==> src/include/aps_pkg.sv <==
// Shared constants and carrier types of the power stage protection controller.
// Assumes one 200 MHz clock and a 32-bit Avalon-MM register slave.
package aps_pkg;

    // ==========================================================
    // Timing
    localparam int CLK_MHZ = 200;
    localparam int AR_CYCLES_DEF = 512;

    // ==========================================================
    // Register map (byte addresses, one aligned word each)
    localparam logic [3:0] REG_CTRL = 4'h0;
    localparam logic [3:0] REG_STATUS = 4'h4;
    localparam logic [3:0] REG_ARCOUNT = 4'h8;
    localparam int ADDR_W = 4;
    localparam int DATA_W = 32;

    // CTRL fields
    localparam int CTRL_MUTE_BIT = 0;
    localparam logic [31:0] CTRL_RESET_VAL = 32'h0000_0000;

    // STATUS fields
    localparam int ST_LATCH_BIT = 0;
    localparam int ST_HIZ_BIT = 1;
    localparam int ST_ARHOLD_BIT = 2;
    localparam int ST_OC_BIT = 3;
    localparam int ST_UV_BIT = 4;
    localparam int ST_TWARN_BIT = 5;
    localparam int ST_TERR_BIT = 6;
    localparam int ST_MODE_LSB = 8;
    localparam int ST_OUTMODE_BIT = 10;
    localparam int ST_RSTPIN_BIT = 11;

    // ==========================================================
    // Protection mode strap codes {prot_mode_sel0, prot_mode_sel1}
    localparam logic [1:0] MODE_AUTO_RECOVER = 2'h0;
    localparam logic [1:0] MODE_LATCHED = 2'h1;
    localparam logic [1:0] MODE_PROT_OFF = 2'h2;
    localparam logic [1:0] MODE_RESERVED = 2'h3;
    localparam logic OUTMODE_BTL = 1'h0;

    // ==========================================================
    // Carriers
    typedef enum logic [1:0] {
        PS_RUN,
        PS_LATCHED,
        PS_AR_HOLD
    } aps_state_t;

    typedef struct packed {
        logic [1:0] oc_high; // Forward overcurrent, high-side switch, per half-bridge
        logic [1:0] oc_low;  // Forward overcurrent, low-side switch, per half-bridge
        logic uv;            // Gate supply below lockout level
        logic temp_warn;     // Junction above warning threshold
        logic temp_error;    // Junction above error threshold
    } aps_det_t;

    typedef struct packed {
        logic [1:0] high;
        logic [1:0] low;
    } aps_gate_t;

endpackage : aps_pkg

==> src/hw/aps_prot_ctrl.sv <==
// Protection and control logic of a two half-bridge audio power stage.
// Assumes all pins and detector levels are synchronous to clk; the front end
// supplies switching pwm_input and the active-low amp_reset_n.
`timescale 1ns/100ps

module aps_prot_ctrl #(
    parameter int AR_CYCLES = aps_pkg::AR_CYCLES_DEF
) (
    input wire logic clk,
    input wire logic reset,
    input wire logic amp_reset_n,
    input wire logic [1:0] pwm_input,
    input wire aps_pkg::aps_det_t det,
    input wire logic prot_mode_sel0,
    input wire logic prot_mode_sel1,
    input wire logic output_mode_sel,
    output aps_pkg::aps_gate_t gate_q,
    output logic fault_status_n_o_q,
    output logic fault_status_n_oe_q,
    output logic temp_warning_n_o_q,
    output logic temp_warning_n_oe_q,
    input wire logic [aps_pkg::ADDR_W-1:0] avs_address,
    input wire logic avs_read,
    input wire logic avs_write,
    input wire logic [aps_pkg::DATA_W-1:0] avs_writedata,
    input wire logic [3:0] avs_byteenable,
    output logic [aps_pkg::DATA_W-1:0] avs_readdata,
    output logic avs_waitrequest
);

    localparam int CW = $clog2(AR_CYCLES);
    localparam logic [CW-1:0] HALF_M1 = CW'(AR_CYCLES / 2 - 1);
    localparam logic [CW-1:0] FULL_M1 = CW'(AR_CYCLES - 1);

    // ==========================================================
    // Elaboration check
    if (AR_CYCLES < 4 || (AR_CYCLES % 2) != 0 || AR_CYCLES > 65536) begin : g_bad_ar
        $error("AR_CYCLES must be even and within 4..65536");
    end

    // ==========================================================
    // Strap decode and error detection
    logic [1:0] mode;
    logic mode_off;
    logic mode_ar;
    logic err_event;
    logic pwm_prev_q;
    logic pwm_rise;
    logic rst_pin_prev_q;
    logic rst_fall;
    logic mute_q;

    assign mode = {prot_mode_sel0, prot_mode_sel1};
    assign mode_off = (mode == aps_pkg::MODE_PROT_OFF);
    // Reserved strap code behaves as latching shutdown, the safer choice
    assign mode_ar = (mode == aps_pkg::MODE_AUTO_RECOVER);
    // Any of the four switch sensors, the shared UV and temperature error detectors
    assign err_event = !mode_off && (|det.oc_high || |det.oc_low
                                     || det.uv || det.temp_error);

    // Half-bridge A paces the shared counter; both bridges share one rate
    assign pwm_rise = pwm_input[0] && !pwm_prev_q;
    assign rst_fall = rst_pin_prev_q && !amp_reset_n;

    always_ff @(posedge clk) begin
        if (reset) begin
            pwm_prev_q <= 1'b0;
            rst_pin_prev_q <= 1'b0;
        end else begin
            pwm_prev_q <= pwm_input[0];
            rst_pin_prev_q <= amp_reset_n;
        end
    end

    // ==========================================================
    // Protection state and autorecovery counter
    aps_pkg::aps_state_t state_q;
    aps_pkg::aps_state_t state_d;
    logic [CW-1:0] ar_cnt_q;
    logic [CW-1:0] ar_cnt_d;
    logic hiz_d;

    always_comb begin
        state_d = state_q;
        ar_cnt_d = ar_cnt_q;
        if (err_event) begin
            // A new error wins over any clear in the same cycle
            state_d = aps_pkg::PS_LATCHED;
            ar_cnt_d = '0;
        end else if (mode_off) begin
            state_d = aps_pkg::PS_RUN;
            ar_cnt_d = '0;
        end else if (!amp_reset_n || rst_fall) begin
            // Clearing also while held low lets a late-clearing fault recover
            state_d = aps_pkg::PS_RUN;
            ar_cnt_d = '0;
        end else begin
            unique case (state_q)
                aps_pkg::PS_RUN: begin
                    ar_cnt_d = '0;
                end
                aps_pkg::PS_LATCHED: begin
                    if (mode_ar && pwm_rise) begin
                        ar_cnt_d = ar_cnt_q + 1'b1;
                        if (ar_cnt_q == HALF_M1) begin
                            state_d = aps_pkg::PS_AR_HOLD;
                        end
                    end
                end
                aps_pkg::PS_AR_HOLD: begin
                    if (!mode_ar) begin
                        // Strap moved away from autorecovery: wait for a reset pulse
                        state_d = aps_pkg::PS_LATCHED;
                    end else if (pwm_rise) begin
                        ar_cnt_d = ar_cnt_q + 1'b1;
                        if (ar_cnt_q == FULL_M1) begin
                            state_d = aps_pkg::PS_RUN;
                            ar_cnt_d = '0;
                        end
                    end
                end
                default: begin
                    state_d = aps_pkg::PS_LATCHED;
                end
            endcase
        end
    end

    always_ff @(posedge clk) begin
        if (reset) begin
            state_q <= aps_pkg::PS_RUN;
            ar_cnt_q <= '0;
        end else begin
            state_q <= state_d;
            ar_cnt_q <= ar_cnt_d;
        end
    end

    // ==========================================================
    // Output stage drive
    assign hiz_d = !amp_reset_n
                   || state_d != aps_pkg::PS_RUN
                   || output_mode_sel != aps_pkg::OUTMODE_BTL
                   || mute_q;

    // Low-side gate follows the inverted PWM so bootstrap recharges each cycle
    always_ff @(posedge clk) begin
        if (reset) begin
            gate_q <= '0;
        end else begin
            gate_q.high <= hiz_d ? 2'h0 : pwm_input;
            gate_q.low <= hiz_d ? 2'h0 : ~pwm_input;
        end
    end

    // ==========================================================
    // Open-drain status pins: pad only ever pulls low
    always_ff @(posedge clk) begin
        if (reset) begin
            fault_status_n_o_q <= 1'b0;
            fault_status_n_oe_q <= 1'b0;
            temp_warning_n_o_q <= 1'b0;
            temp_warning_n_oe_q <= 1'b0;
        end else begin
            fault_status_n_o_q <= 1'b0;
            temp_warning_n_o_q <= 1'b0;
            // Forced released while reset pin is low, whatever is latched
            fault_status_n_oe_q <= amp_reset_n
                                   && state_d == aps_pkg::PS_LATCHED;
            // Error threshold lies above warning threshold, so both pull low
            temp_warning_n_oe_q <= det.temp_warn || det.temp_error;
        end
    end

    // ==========================================================
    // Avalon-MM slave: one wait cycle, answer on the second edge
    logic [aps_pkg::DATA_W-1:0] status_w;
    logic [aps_pkg::DATA_W-1:0] rd_d;
    logic req;

    assign req = avs_read || avs_write;

    always_comb begin
        status_w = '0;
        status_w[aps_pkg::ST_LATCH_BIT] = (state_q == aps_pkg::PS_LATCHED);
        status_w[aps_pkg::ST_HIZ_BIT] = (gate_q == '0);
        status_w[aps_pkg::ST_ARHOLD_BIT] = (state_q == aps_pkg::PS_AR_HOLD);
        status_w[aps_pkg::ST_OC_BIT] = |det.oc_high || |det.oc_low;
        status_w[aps_pkg::ST_UV_BIT] = det.uv;
        status_w[aps_pkg::ST_TWARN_BIT] = det.temp_warn;
        status_w[aps_pkg::ST_TERR_BIT] = det.temp_error;
        status_w[aps_pkg::ST_MODE_LSB +: 2] = mode;
        status_w[aps_pkg::ST_OUTMODE_BIT] = output_mode_sel;
        status_w[aps_pkg::ST_RSTPIN_BIT] = amp_reset_n;
    end

    always_comb begin
        unique case (avs_address)
            aps_pkg::REG_CTRL: begin
                rd_d = {31'h0000_0000, mute_q};
            end
            aps_pkg::REG_STATUS: begin
                rd_d = status_w;
            end
            aps_pkg::REG_ARCOUNT: begin
                rd_d = 32'(ar_cnt_q);
            end
            default: begin
                rd_d = '0;
            end
        endcase
    end

    always_ff @(posedge clk) begin
        if (reset) begin
            avs_waitrequest <= 1'b1;
        end else begin
            // Low for exactly one cycle, then high again for the next request
            avs_waitrequest <= !(req && avs_waitrequest);
        end
    end

    always_ff @(posedge clk) begin
        if (reset) begin
            avs_readdata <= '0;
        end else if (avs_read && avs_waitrequest) begin
            avs_readdata <= rd_d;
        end
    end

    always_ff @(posedge clk) begin
        if (reset) begin
            mute_q <= aps_pkg::CTRL_RESET_VAL[aps_pkg::CTRL_MUTE_BIT];
        end else if (avs_write && !avs_waitrequest && avs_byteenable[0]
                     && avs_address == aps_pkg::REG_CTRL) begin
            mute_q <= avs_writedata[aps_pkg::CTRL_MUTE_BIT];
        end
    end

    // ==========================================================
    // Checks
    a_reset_pin_hiz: assert property (@(posedge clk) disable iff (reset)
        !amp_reset_n |=> gate_q == '0)
        else $error("switch driven while reset pin low");

    a_fault_forced_high: assert property (@(posedge clk) disable iff (reset)
        !amp_reset_n |=> !fault_status_n_oe_q)
        else $error("fault pin pulled while reset pin low");

    a_fault_on_latch: assert property (@(posedge clk) disable iff (reset)
        amp_reset_n && err_event |=> fault_status_n_oe_q && !fault_status_n_o_q)
        else $error("latched error not reported");

    a_warn_follows_temp: assert property (@(posedge clk) disable iff (reset)
        det.temp_warn != $past(det.temp_warn) && !det.temp_error
        |=> temp_warning_n_oe_q == $past(det.temp_warn))
        else $error("warning pin does not follow temperature");

    a_error_sets_hiz: assert property (@(posedge clk) disable iff (reset)
        err_event |=> state_q == aps_pkg::PS_LATCHED && gate_q == '0 [*2])
        else $error("error did not force Hi-Z");

    a_fall_clears_latch: assert property (@(posedge clk) disable iff (reset)
        state_q == aps_pkg::PS_LATCHED && rst_fall && !err_event
        |=> state_q == aps_pkg::PS_RUN)
        else $error("reset fall did not clear latch");

    a_ar_half_clear: assert property (@(posedge clk) disable iff (reset)
        state_q == aps_pkg::PS_LATCHED && mode_ar && amp_reset_n && !err_event
        && pwm_rise && ar_cnt_q == HALF_M1
        |=> state_q == aps_pkg::PS_AR_HOLD && gate_q == '0 && !fault_status_n_oe_q)
        else $error("latch not cleared at half count");

    a_ar_resume: assert property (@(posedge clk) disable iff (reset)
        state_q == aps_pkg::PS_AR_HOLD && mode_ar && amp_reset_n && !err_event
        && pwm_rise && ar_cnt_q == FULL_M1 |=> state_q == aps_pkg::PS_RUN)
        else $error("no resume at full count");

    a_ar_count_step: assert property (@(posedge clk) disable iff (reset)
        state_q != aps_pkg::PS_RUN && mode_ar && amp_reset_n && !err_event
        && pwm_rise && ar_cnt_q != FULL_M1 |=> ar_cnt_q == $past(ar_cnt_q) + 1'b1)
        else $error("counter did not step on PWM edge");

    a_ar_restart: assert property (@(posedge clk) disable iff (reset)
        err_event |=> ar_cnt_q == '0)
        else $error("counter not restarted by error");

    a_latched_holds: assert property (@(posedge clk) disable iff (reset)
        state_q == aps_pkg::PS_LATCHED && mode == aps_pkg::MODE_LATCHED
        && amp_reset_n |=> state_q == aps_pkg::PS_LATCHED)
        else $error("latched shutdown left without reset pulse");

    a_off_ignores: assert property (@(posedge clk) disable iff (reset)
        mode_off |=> state_q == aps_pkg::PS_RUN)
        else $error("detector acted in protection-off mode");

    a_outmode_reserved: assert property (@(posedge clk) disable iff (reset)
        output_mode_sel |=> gate_q == '0)
        else $error("switching in reserved output mode");

    a_hold_released: assert property (@(posedge clk) disable iff (reset)
        state_q == aps_pkg::PS_AR_HOLD |-> !fault_status_n_oe_q && gate_q == '0)
        else $error("autorecovery hold not released and Hi-Z");

    a_warn_on_error: assert property (@(posedge clk) disable iff (reset)
        det.temp_error |=> temp_warning_n_oe_q)
        else $error("temperature error not shown on warning pin");

    c_ar_full: cover property (@(posedge clk) disable iff (reset)
        state_q == aps_pkg::PS_AR_HOLD ##1 state_q == aps_pkg::PS_RUN);
    c_latched_fault: cover property (@(posedge clk) disable iff (reset)
        mode == aps_pkg::MODE_LATCHED && fault_status_n_oe_q);
    c_reset_recover: cover property (@(posedge clk) disable iff (reset)
        state_q == aps_pkg::PS_LATCHED && rst_fall ##[1:100] amp_reset_n);
    c_temp_error: cover property (@(posedge clk) disable iff (reset)
        fault_status_n_oe_q && temp_warning_n_oe_q);

endmodule : aps_prot_ctrl

==> config.mk <==
export PLATFORM = sky130hd
export DESIGN_NAME = aps_prot_ctrl
export DESIGN_NICKNAME = d
export VERILOG_FILES = /design/src/include/aps_pkg.sv /design/src/hw/aps_prot_ctrl.sv
export SDC_FILE = /design/constraint.sdc
export NUM_CORES = 1
export LEC_CHECK = 0
export ABC_AREA = 1
export BUFFER_PORTS_ARGS = -buffer_cell sky130_fd_sc_hd__buf_2
export CORE_MARGIN = 8
export CORE_UTILIZATION = 40
export CTS_CLUSTER_DIAMETER = 120
export DETAILED_ROUTE_END_ITERATION = 8
export PLACE_DENSITY_LB_ADDON = 0.1
export SLEW_MARGIN = 5
export SYNTH_ARGS = -nofsm -noshare
export SYNTH_HDL_FRONTEND = slang
export SYNTH_SLANG_ARGS = --single-unit
==> constraint.sdc <==
create_clock -name clk -period 1.8 [get_ports clk]
set_clock_uncertainty 0.1 [all_clocks]
set_input_delay 0.18 -clock clk [delete_from_list [all_inputs] [get_ports clk]]
set_output_delay 0.18 -clock clk [all_outputs]
set_load 0.1 [all_outputs]
# Yosys cells after proc, flatten, opt, wreduce, memory -nomap -nowiden
# Cells that the tools add are included.
# word_totals
ff_bits	53
input_bits	57
output_inout_bits	41
elab_cells	74
# op_classes
n_addsub	1
eq_ne	11
muxes	15
bitwise	1
n_reduce_logical	35
# ops
cell	n
$mux W9	4
$pmux W12 S3	1
$pmux W9 S3	1
$mux W2	8
$logic_and A1 B1 Y1	10
$add A9 B1 Y9 const B	1
$eq A9 B8 Y1 const B	1
$eq A9 B9 Y1 const B	1
$logic_or A1 B1 Y1	9
$logic_not A4 Y1	2
$pmux W2 S3	1
$reduce_or A2 Y1	3
$logic_not A1 Y1	5
$eq A2 B1 Y1 const B	2
$eq A2 B2 Y1 const B	2
$eq A4 B3 Y1 const B	1
$eq A4 B4 Y1 const B	1
$logic_not A2 Y1	2
$ne A2 B2 Y1 const B	2
$reduce_and A4 Y1	1
$reduce_or A4 Y1	1
$reduce_bool A3 Y1	1
$ne A2 B1 Y1 const B	1
$not A2 Y2	1
$reduce_bool A2 Y1	1

# Depth between registers and ports, before layout
# Gate-level depths: netlist (run 1).
# depth
depth_word	13
ltp_mapped	14

# Least setup slack after synthesis (run 1)
# No wires, ideal clock.
# synth_path
path_type	register to register
from	register avs_waitrequest
to	register avs_readdata[1] (netlist bit)
setup_time_ns	0.070
arrival_time_ns	1.853
t_required_ns	1.630
slack_ns	-0.222
path_stages_with_launch	6
n_path_buf	1
synth_period_minus_slack_ns	2.022
path_cell_list	dfxtp_1 -> nand2_1 -> inv_1 -> buf_2 -> nand2_1 -> a21oi_1
# synth_via
elab_chain_len	1
# synth_rtl
element	line_no	rtl
start, declared	aps_prot_ctrl.sv:28	output logic avs_waitrequest
start signal, assigned	aps_prot_ctrl.sv:219	avs_waitrequest <= !(req && avs_waitrequest);
$logic_and A1 B1 Y1	aps_prot_ctrl.sv:226	end else if (avs_read && avs_waitrequest) begin
end signal, assigned	aps_prot_ctrl.sv:227	avs_readdata <= rd_d;
end, declared	aps_prot_ctrl.sv:27	output logic [aps_pkg::DATA_W-1:0] avs_readdata,
# Every way passes these cells.
# A chain may end at the register's enable or synchronous reset.

# Final worst setup path (run 1)
# layout_path
from	register ar_cnt_q[0]
to	register state_q[0]
# layout_via
elab_chain_len	8
elab_cells_between_ends	11
cone_classes	eq/ne (2); mux (9)
# layout_rtl
element	line_no	rtl
start, declared	aps_prot_ctrl.sv:79	logic [CW-1:0] ar_cnt_q;
start signal, assigned	aps_prot_ctrl.sv:135	ar_cnt_q <= ar_cnt_d;
$eq A9 B9 Y1	aps_prot_ctrl.sv:116	if (ar_cnt_q == FULL_M1) begin
$mux W2	aps_prot_ctrl.sv:116	
$mux W2	aps_prot_ctrl.sv:114	end else if (pwm_rise) begin
$mux W2	aps_prot_ctrl.sv:111	if (!mode_ar) begin
$pmux W2 S3 (*)	aps_prot_ctrl.sv:98	unique case (state_q)
$mux W2 (*)	aps_prot_ctrl.sv:93	end else if (!amp_reset_n || rst_fall) begin
$mux W2 (*)	aps_prot_ctrl.sv:90	end else if (mode_off) begin
$mux W2 (*)	aps_prot_ctrl.sv:86	if (err_event) begin
end signal, assigned	aps_prot_ctrl.sv:131	state_q <= aps_pkg::PS_RUN;
end signal, assigned	aps_prot_ctrl.sv:134	state_q <= state_d;
end, declared	aps_prot_ctrl.sv:77	aps_pkg::aps_state_t state_q;
# Mark *: on every way between the ends. The rest lies on a longest branch, timed or not.

==> summary.txt, run 1 <==
Placement
  – Detailed placement HPWL: 3670 um
  – Post-placement setup slack: -221 ps
  – GP Congestion: 0.815
  – Placed Area: 2100 sq um
  – IO Port Bufs: 41

Setup path
  – Critical path capture point type: flop
  – Worst setup startpoint: ar_cnt_q[0]
  – Crit path max fanout: 2
  – Reg-to-reg critical path endpoint: state_q[0]
  – Type of the worst setup path: flop to flop
  – Data arrival, critical path: 2050 ps
  – Reg2reg start: ar_cnt_q[0]
  – Required @ worst endpoint: 1880 ps
  – Type of element launching the critical path: flop
  – Worst r2r path cells: 12
  – Critical Path Sink: state_q[0]
  – R2R setup slack: -170 ps

Yosys
  – Synthesized area per cell: 7.35 sq um
  – Register area share after synthesis: 0.363
  – Post-synthesis compound-gate area fraction: 0.140
  – Syn Inst Count: 240
  – Post-synthesis adder-cell area fraction: 0.0497
  – Mux contribution to synthesized area: 0
  – Largest family of logic cells by synthesized area: simple AND/OR/NAND/NOR gates
  – Post-Synth XOR/XNOR Area: 0
  – Synth Area in Simple Gates: 0.272
  – Synth cell types: 33
  – Yosys reg bits: 32
  – YS warnings: 0
  – Mapped Area: 1760 sq um

CTS
  – Clk_lat worst skew: 290 ps
  – Clk sinks: 32
  – CTS tree: done
  – Root Driver: clkbuf_8
  – H-tree Lvls: 2
  – CTS buffer count: 5
  – CTS clk-pin slew, worst paths: 70 ps
  – Clock Path Buffers: 2

Pwr
  – Clk pwr share: 0.389
  – Logic pwr share: 0.241
  – Pwr/cell area: 819 nW/um^2
  – Register share of total power: 0.370
  – Peak VDD IR: 0.000503 V
  – Switching Power: 0.694 mW
  – Switch share: 0.350
  – Leak pwr: 1.11 nW
  – Cell Int Power: 1.29 mW

Floorplanning
  – Chip height: 82.4 um
  – I/O pins: 98
  – Die ar.: 6790 sq um
  – CORE AREA: 4290 sq um
  – Initial core utilization: 0.411
  – Die X: 82.4 um
  – Row count: 24

Layout
  – Register Area: 647 sq um
  – Final Cell Area: 2420 sq um
  – Nets: 375
  – Syn-to-layout area delta: 37.5%
  – Fillers: 426
  – Layout cells sized above 1: 0.385
  – Number of diodes: 0
  – Multi-input logic area: 1040 sq um

STA
  – RSZ-0062 raised after global routing: yes
  – Max-slew violation count: 0
  – Fin crit period: 1970 ps
  – Final period util: 1.09
  – F_max: 508 MHz
  – Setup violations, final: 12
  – Hold slack: 6.64 ps
  – Final Worst Setup Slack: -169 ps
  – Final hold vios: 0

Route
  – Via count: 1,689
  – Routed Antenna Nets: 0
  – DRC viols: 0
  – DRT iter0 DRCs: 60
  – Via/cell ratio: 4.64
  – Drt first pass iters: 4
  – Total length of routed wires: 4930 um
  – Average wire per standard cell: 13.5 um

Global routing
  – Gr usage total: 0.141
  – First-pass GRT wire length: 7390 um
  – Vias in the first global route: 1,670
  – Pin count of the biggest net entering global routing: 17
  – Gr ovfl total: 0
  – Initial antenna violation count: 0

Min path
  – HP Class: input pin to flop
  – Worst hold path stage count: 2

Status
  – Outcome: finished with violations
  – Failing checks: negative setup slack

Job
  – Max_cap viols: 0
power groups by stage:
stage	clock network [mW]	logic (mW)	registers, mW
2_1_floorplan	0	0.323	0.844
3_3_place_gp	0	0.461	0.750
3_5_place_dp	0	0.462	0.750
4_1_cts	0.785	0.468	0.734
5_1_grt	0.814	0.501	0.736
6_report	0.771	0.478	0.734
through the flow:
stage / setup TNS, ps / utilization / power (mW) / instances
after detailed placement: -1790 / 0.490 / 1.21 / 346
after CTS: -690 / 0.539 / 1.99 / 362
after floorplan: -297 / - / 1.17 / 261
final: -1150 / 0.564 / 1.98 / 364
after global placement: -1280 / 0.490 / 1.21 / 346
after global routing: -2410 / 0.564 / 2.05 / 364
sequential cells by signal, indices dropped and copies added (netlist names):
| register | flops |
|---|---|
| state_q | 2 |
| mute_q | 1 |
| temp_warning_n_oe_q | 1 |
| pwm_prev_q | 1 |
| fault_status_n_oe_q | 1 |
| gate_q | 4 |
| avs_waitrequest | 1 |
| ar_cnt_q | 9 |
| avs_readdata | 12 |
metal layers:
metal  vias up  GRT usage  routed length [um]
li1        870          -                   -
met1       765      0.170                2120
met2        45      0.231                2420
met3         9     0.0455                 313
met4         0     0.0474                  82
met5         -          0                   0
final cells by class:
cell class / instances / share of cell area
multi-input cells: 172 / 0.430
inverters: 32 / 0.0496
clock buffers: 7 / 0.0398
flip-flops and latches: 32 / 0.267
clock inverters: 1 / 0.0124
well taps: 52 / 0.0268
repair buffers: 68 / 0.174
kinds of logic after synthesis:
group | count (synthesis)
buf+inv | 57
simple gates | 98
fa+ha+maj | 7
other cells | 1
flops | 32
compound gates | 45
worst min-delay path by stage:
stage,endpoint,start,slack [ps]
2_1_floorplan,gate_q[0],pwm_input[0],150
6_report,avs_waitrequest,avs_read,7
3_3_place_gp,gate_q[1],pwm_input[1],260
5_1_grt,gate_q[0],pwm_input[0],20
3_5_place_dp,gate_q[1],pwm_input[1],250
4_1_cts,avs_waitrequest,avs_read,2
synthesized netlist by cell type:
library cell | instances | area (sq um)
a211oi_1 | 2 | 15.0
a21boi_1 | 1 | 7.51
a21oi_1 | 22 | 110
a21oi_2 | 1 | 8.76
and3_1 | 1 | 6.26
buf_2 | 1 | 5.00
buf_4 | 22 | 165
buf_6 | 1 | 11.3
clkbuf_1 | 1 | 3.75
conb_1 | 1 | 3.75
dfxtp_1 | 32 | 641
ha_1 | 7 | 87.6
inv_1 | 30 | 113
inv_2 | 2 | 7.51
nand2_1 | 44 | 165
nand2_2 | 1 | 6.26
nand3_1 | 11 | 55.1
nand3_2 | 1 | 10.0
nand3_4 | 1 | 17.5
nand3b_1 | 1 | 7.51
nand3b_4 | 1 | 20.0
nand4_1 | 4 | 25.0
nor2_1 | 23 | 86.3
nor2_2 | 2 | 12.5
nor2_4 | 1 | 11.3
nor2_8 | 1 | 20.0
nor3_1 | 3 | 15.0
nor3b_1 | 2 | 15.0
o211ai_1 | 1 | 7.51
o21ai_0 | 11 | 55.1
o21ai_1 | 1 | 5.00
o22ai_1 | 6 | 37.5
or2_2 | 1 | 6.26
worst max-delay path: stages, from the launching register on:
cell,delay [ps]
dfxtp_2,350
ha_4,150
nand3_4,90
nor2_4,110
nand2_2,90
nor2_4,130
ha_2,200
nand4_1,90
nand2_1,110
nand3_2,80
a21boi_2,180
buf_4,140
nor2_1,30
placed cells by master (no fill, tap or decap), types with 5 or more instances in the layout:
master,instances
nor2_1,18
nand2_2,6
clkbuf_8,7
buf_4,25
dfxtp_1,27
nor2_2,5
dfxtp_2,5
inv_1,29
conb_1,22
buf_2,41
nand2_1,38
o22ai_1,6
a21oi_1,18
o21ai_0,11
nand3_1,7
what timing repair did:
action | in CTS | in global routing
gates resized for setup | 5 | 25
pin swaps | 6 | 8
hold buffers | 1 | 0
buffers inserted | 7 | 2
endpoints found under the hold margin | 1 | 0
endpoints found under the setup margin | 14 | 16
Power figures use the tool's default switching activity.
==> inputs of run 2 (changes only) <==
- CORE_UTILIZATION: 40 -> 41
- CTS_BUF_LIST: not set -> sky130_fd_sc_hd__clkbuf_8
- SKIP_LAST_GASP: not set -> 1
==> run 2 against run 1 <==
The run ends with negative hold slack, negative setup slack left. Count of clock-buffer cells in the layout shrank 1. Highest routed layer unchanged. Critical endpoint unchanged. Total power down 9.2%. Flip-flop and latch count did not move. Register-to-register slack better by 50 ps. Via count decreased by 0.30%. First-iteration DRC count fell by 18%.
==> summary.txt, run 2 (same netlist as run 1, synthesis figures left out) <==
STA
  – RSZ-0062 raised after global routing: yes
  – Final hold vios: 1
  – Final Worst Setup Slack: -122 ps
  – Hold slack: -4.65 ps
  – Final period util: 1.07
  – Setup violations, final: 11
  – Max-slew violation count: 0
  – TNS Setup: -778 ps
  – Fin crit period: 1920 ps
  – F_max: 520 MHz

Route
  – Via count: 1,684
  – DRC viols: 0
  – Via/cell ratio: 4.64
  – Total length of routed wires: 4810 um
  – Drt first pass iters: 4
  – DRT iter0 DRCs: 49
  – Average wire per standard cell: 13.2 um
  – Routed Antenna Nets: 0

CTS
  – H-tree Lvls: 2
  – Clk sinks: 32
  – Root Driver: clkbuf_8
  – CTS tree: done
  – Clock Path Buffers: 2
  – CTS clk-pin slew, worst paths: 70 ps
  – Clk_lat worst skew: 290 ps
  – CTS buffer count: 5

Global routing
  – Initial antenna violation count: 0
  – Vias in the first global route: 1,603
  – Gr usage total: 0.141
  – First-pass GRT wire length: 7210 um
  – Pin count of the biggest net entering global routing: 17
  – Gr ovfl total: 0

Placement
  – IO Port Bufs: 41
  – Detailed placement HPWL: 3560 um
  – GP Congestion: 0.832
  – Post-placement setup slack: -206 ps
  – Placed Area: 2080 sq um
  – Placed insts: 345

Setup path
  – Critical path capture point type: flop
  – Data arrival, critical path: 2000 ps
  – Type of element launching the critical path: flop
  – Reg2reg start: ar_cnt_q[0]
  – Worst r2r path cells: 14
  – Required @ worst endpoint: 1880 ps
  – Crit path max fanout: 3
  – Reg-to-reg critical path endpoint: state_q[0]
  – Type of the worst setup path: flop to flop
  – R2R setup slack: -120 ps

Min path
  – Hold EP: avs_waitrequest
  – Critical hold path startpoint: avs_read
  – HP Class: input pin to flop
  – Worst hold path stage count: 2

Layout
  – Core Util, Final: 0.561
  – Flip-flop count of the largest register after layout: 12
  – Biggest register: avs_readdata
  – Layout cells sized above 1: 0.367
  – Commonest non-fill, non-tap cells in the layout: 41 x nand2_1, 41 x buf_2, 29 x inv_1, 27 x dfxtp_1, 25 x buf_4
  – Final Cell Area: 2370 sq um
  – Nets: 374
  – Top Registers: avs_readdata: 12 flops, ar_cnt_q: 9 flops, gate_q: 4 flops
  – Number of diodes: 0
  – Finished Layout Cells: 363
  – Syn-to-layout area delta: 34.6%

Pwr
  – Switch share: 0.387
  – Final Power: 1.80 mW
  – Register share of total power: 0.408
  – Cell Int Power: 1.10 mW
  – Clk pwr share: 0.330
  – Leak pwr: 1.09 nW
  – Logic pwr share: 0.263
  – Peak VDD IR: 0.000441 V
  – Switching Power: 0.698 mW
  – Pwr/cell area: 759 nW/um^2

Floorplanning
  – Die X: 81.6 um
  – Die ar.: 6650 sq um
  – Initial core utilization: 0.416
  – Row count: 24
  – Chip height: 81.6 um
  – I/O pins: 98
  – CORE AREA: 4230 sq um

Status
  – Failing checks: negative hold slack, negative setup slack
  – Outcome: finished with violations

Job
  – Max_cap viols: 0
run 2: timing repair:
action	4_1_cts	5_1_grt
setup buffers	6	3
resized for setup	5	22
pin swaps	9	9
setup endpoints to repair	15	14
gates cloned	0	0
hold buffers	1	0
hold endpoints to repair	1	0
run 2: cell type report:
type	instances	area (sq um)
clock buffers	6	82.6
clock inverters	2	11.3
fillers	421	1860
inverters	32	120
multi-input cells	172	1040
flip-flops and latches	32	647
well taps	52	65.1
repair buffers	67	403
run 2: power groups by stage:
stage / registers, mW / logic, mW / clock network (mW)
floorplan: 0.844 / 0.323 / 0
finish: 0.734 / 0.473 / 0.594
CTS: 0.734 / 0.460 / 0.601
global route: 0.736 / 0.496 / 0.635
detailed placement: 0.750 / 0.455 / 0
global placement: 0.750 / 0.455 / 0
run 2: worst max-delay path, stage by stage, from the launching register on:
cell	delay [ps]
dfxtp_2	350
ha_4	150
nand3_4	70
nor2_4	90
nand2_2	80
nor2_4	150
ha_4	160
nand3_2	60
nand2_1	60
nand2_1	40
nand2_1	70
nand3_2	60
a21boi_2	180
buf_4	130
nor2_1	30
run 2: routing by layer:
metal,GRT usage,vias up,wire (um)
met5,0,-,0
met4,0.0526,0,64
met3,0.0427,7,250
met2,0.238,38,2360
met1,0.165,767,2130
li1,-,872,-
run 2: worst max-delay path by stage:
stage	slack, ps	startpoint	cells past startpoint	end
3_3_place_gp	-170	ar_cnt_q[1]	14	gate_q[0]
3_5_place_dp	-210	ar_cnt_q[1]	14	gate_q[0]
4_1_cts	-130	ar_cnt_q[0]	14	state_q[0]
6_report	-120	ar_cnt_q[0]	14	state_q[0]
2_1_floorplan	-80	ar_cnt_q[1]	14	gate_q[0]
5_1_grt	-280	ar_cnt_q[0]	14	fault_status_n_oe_q
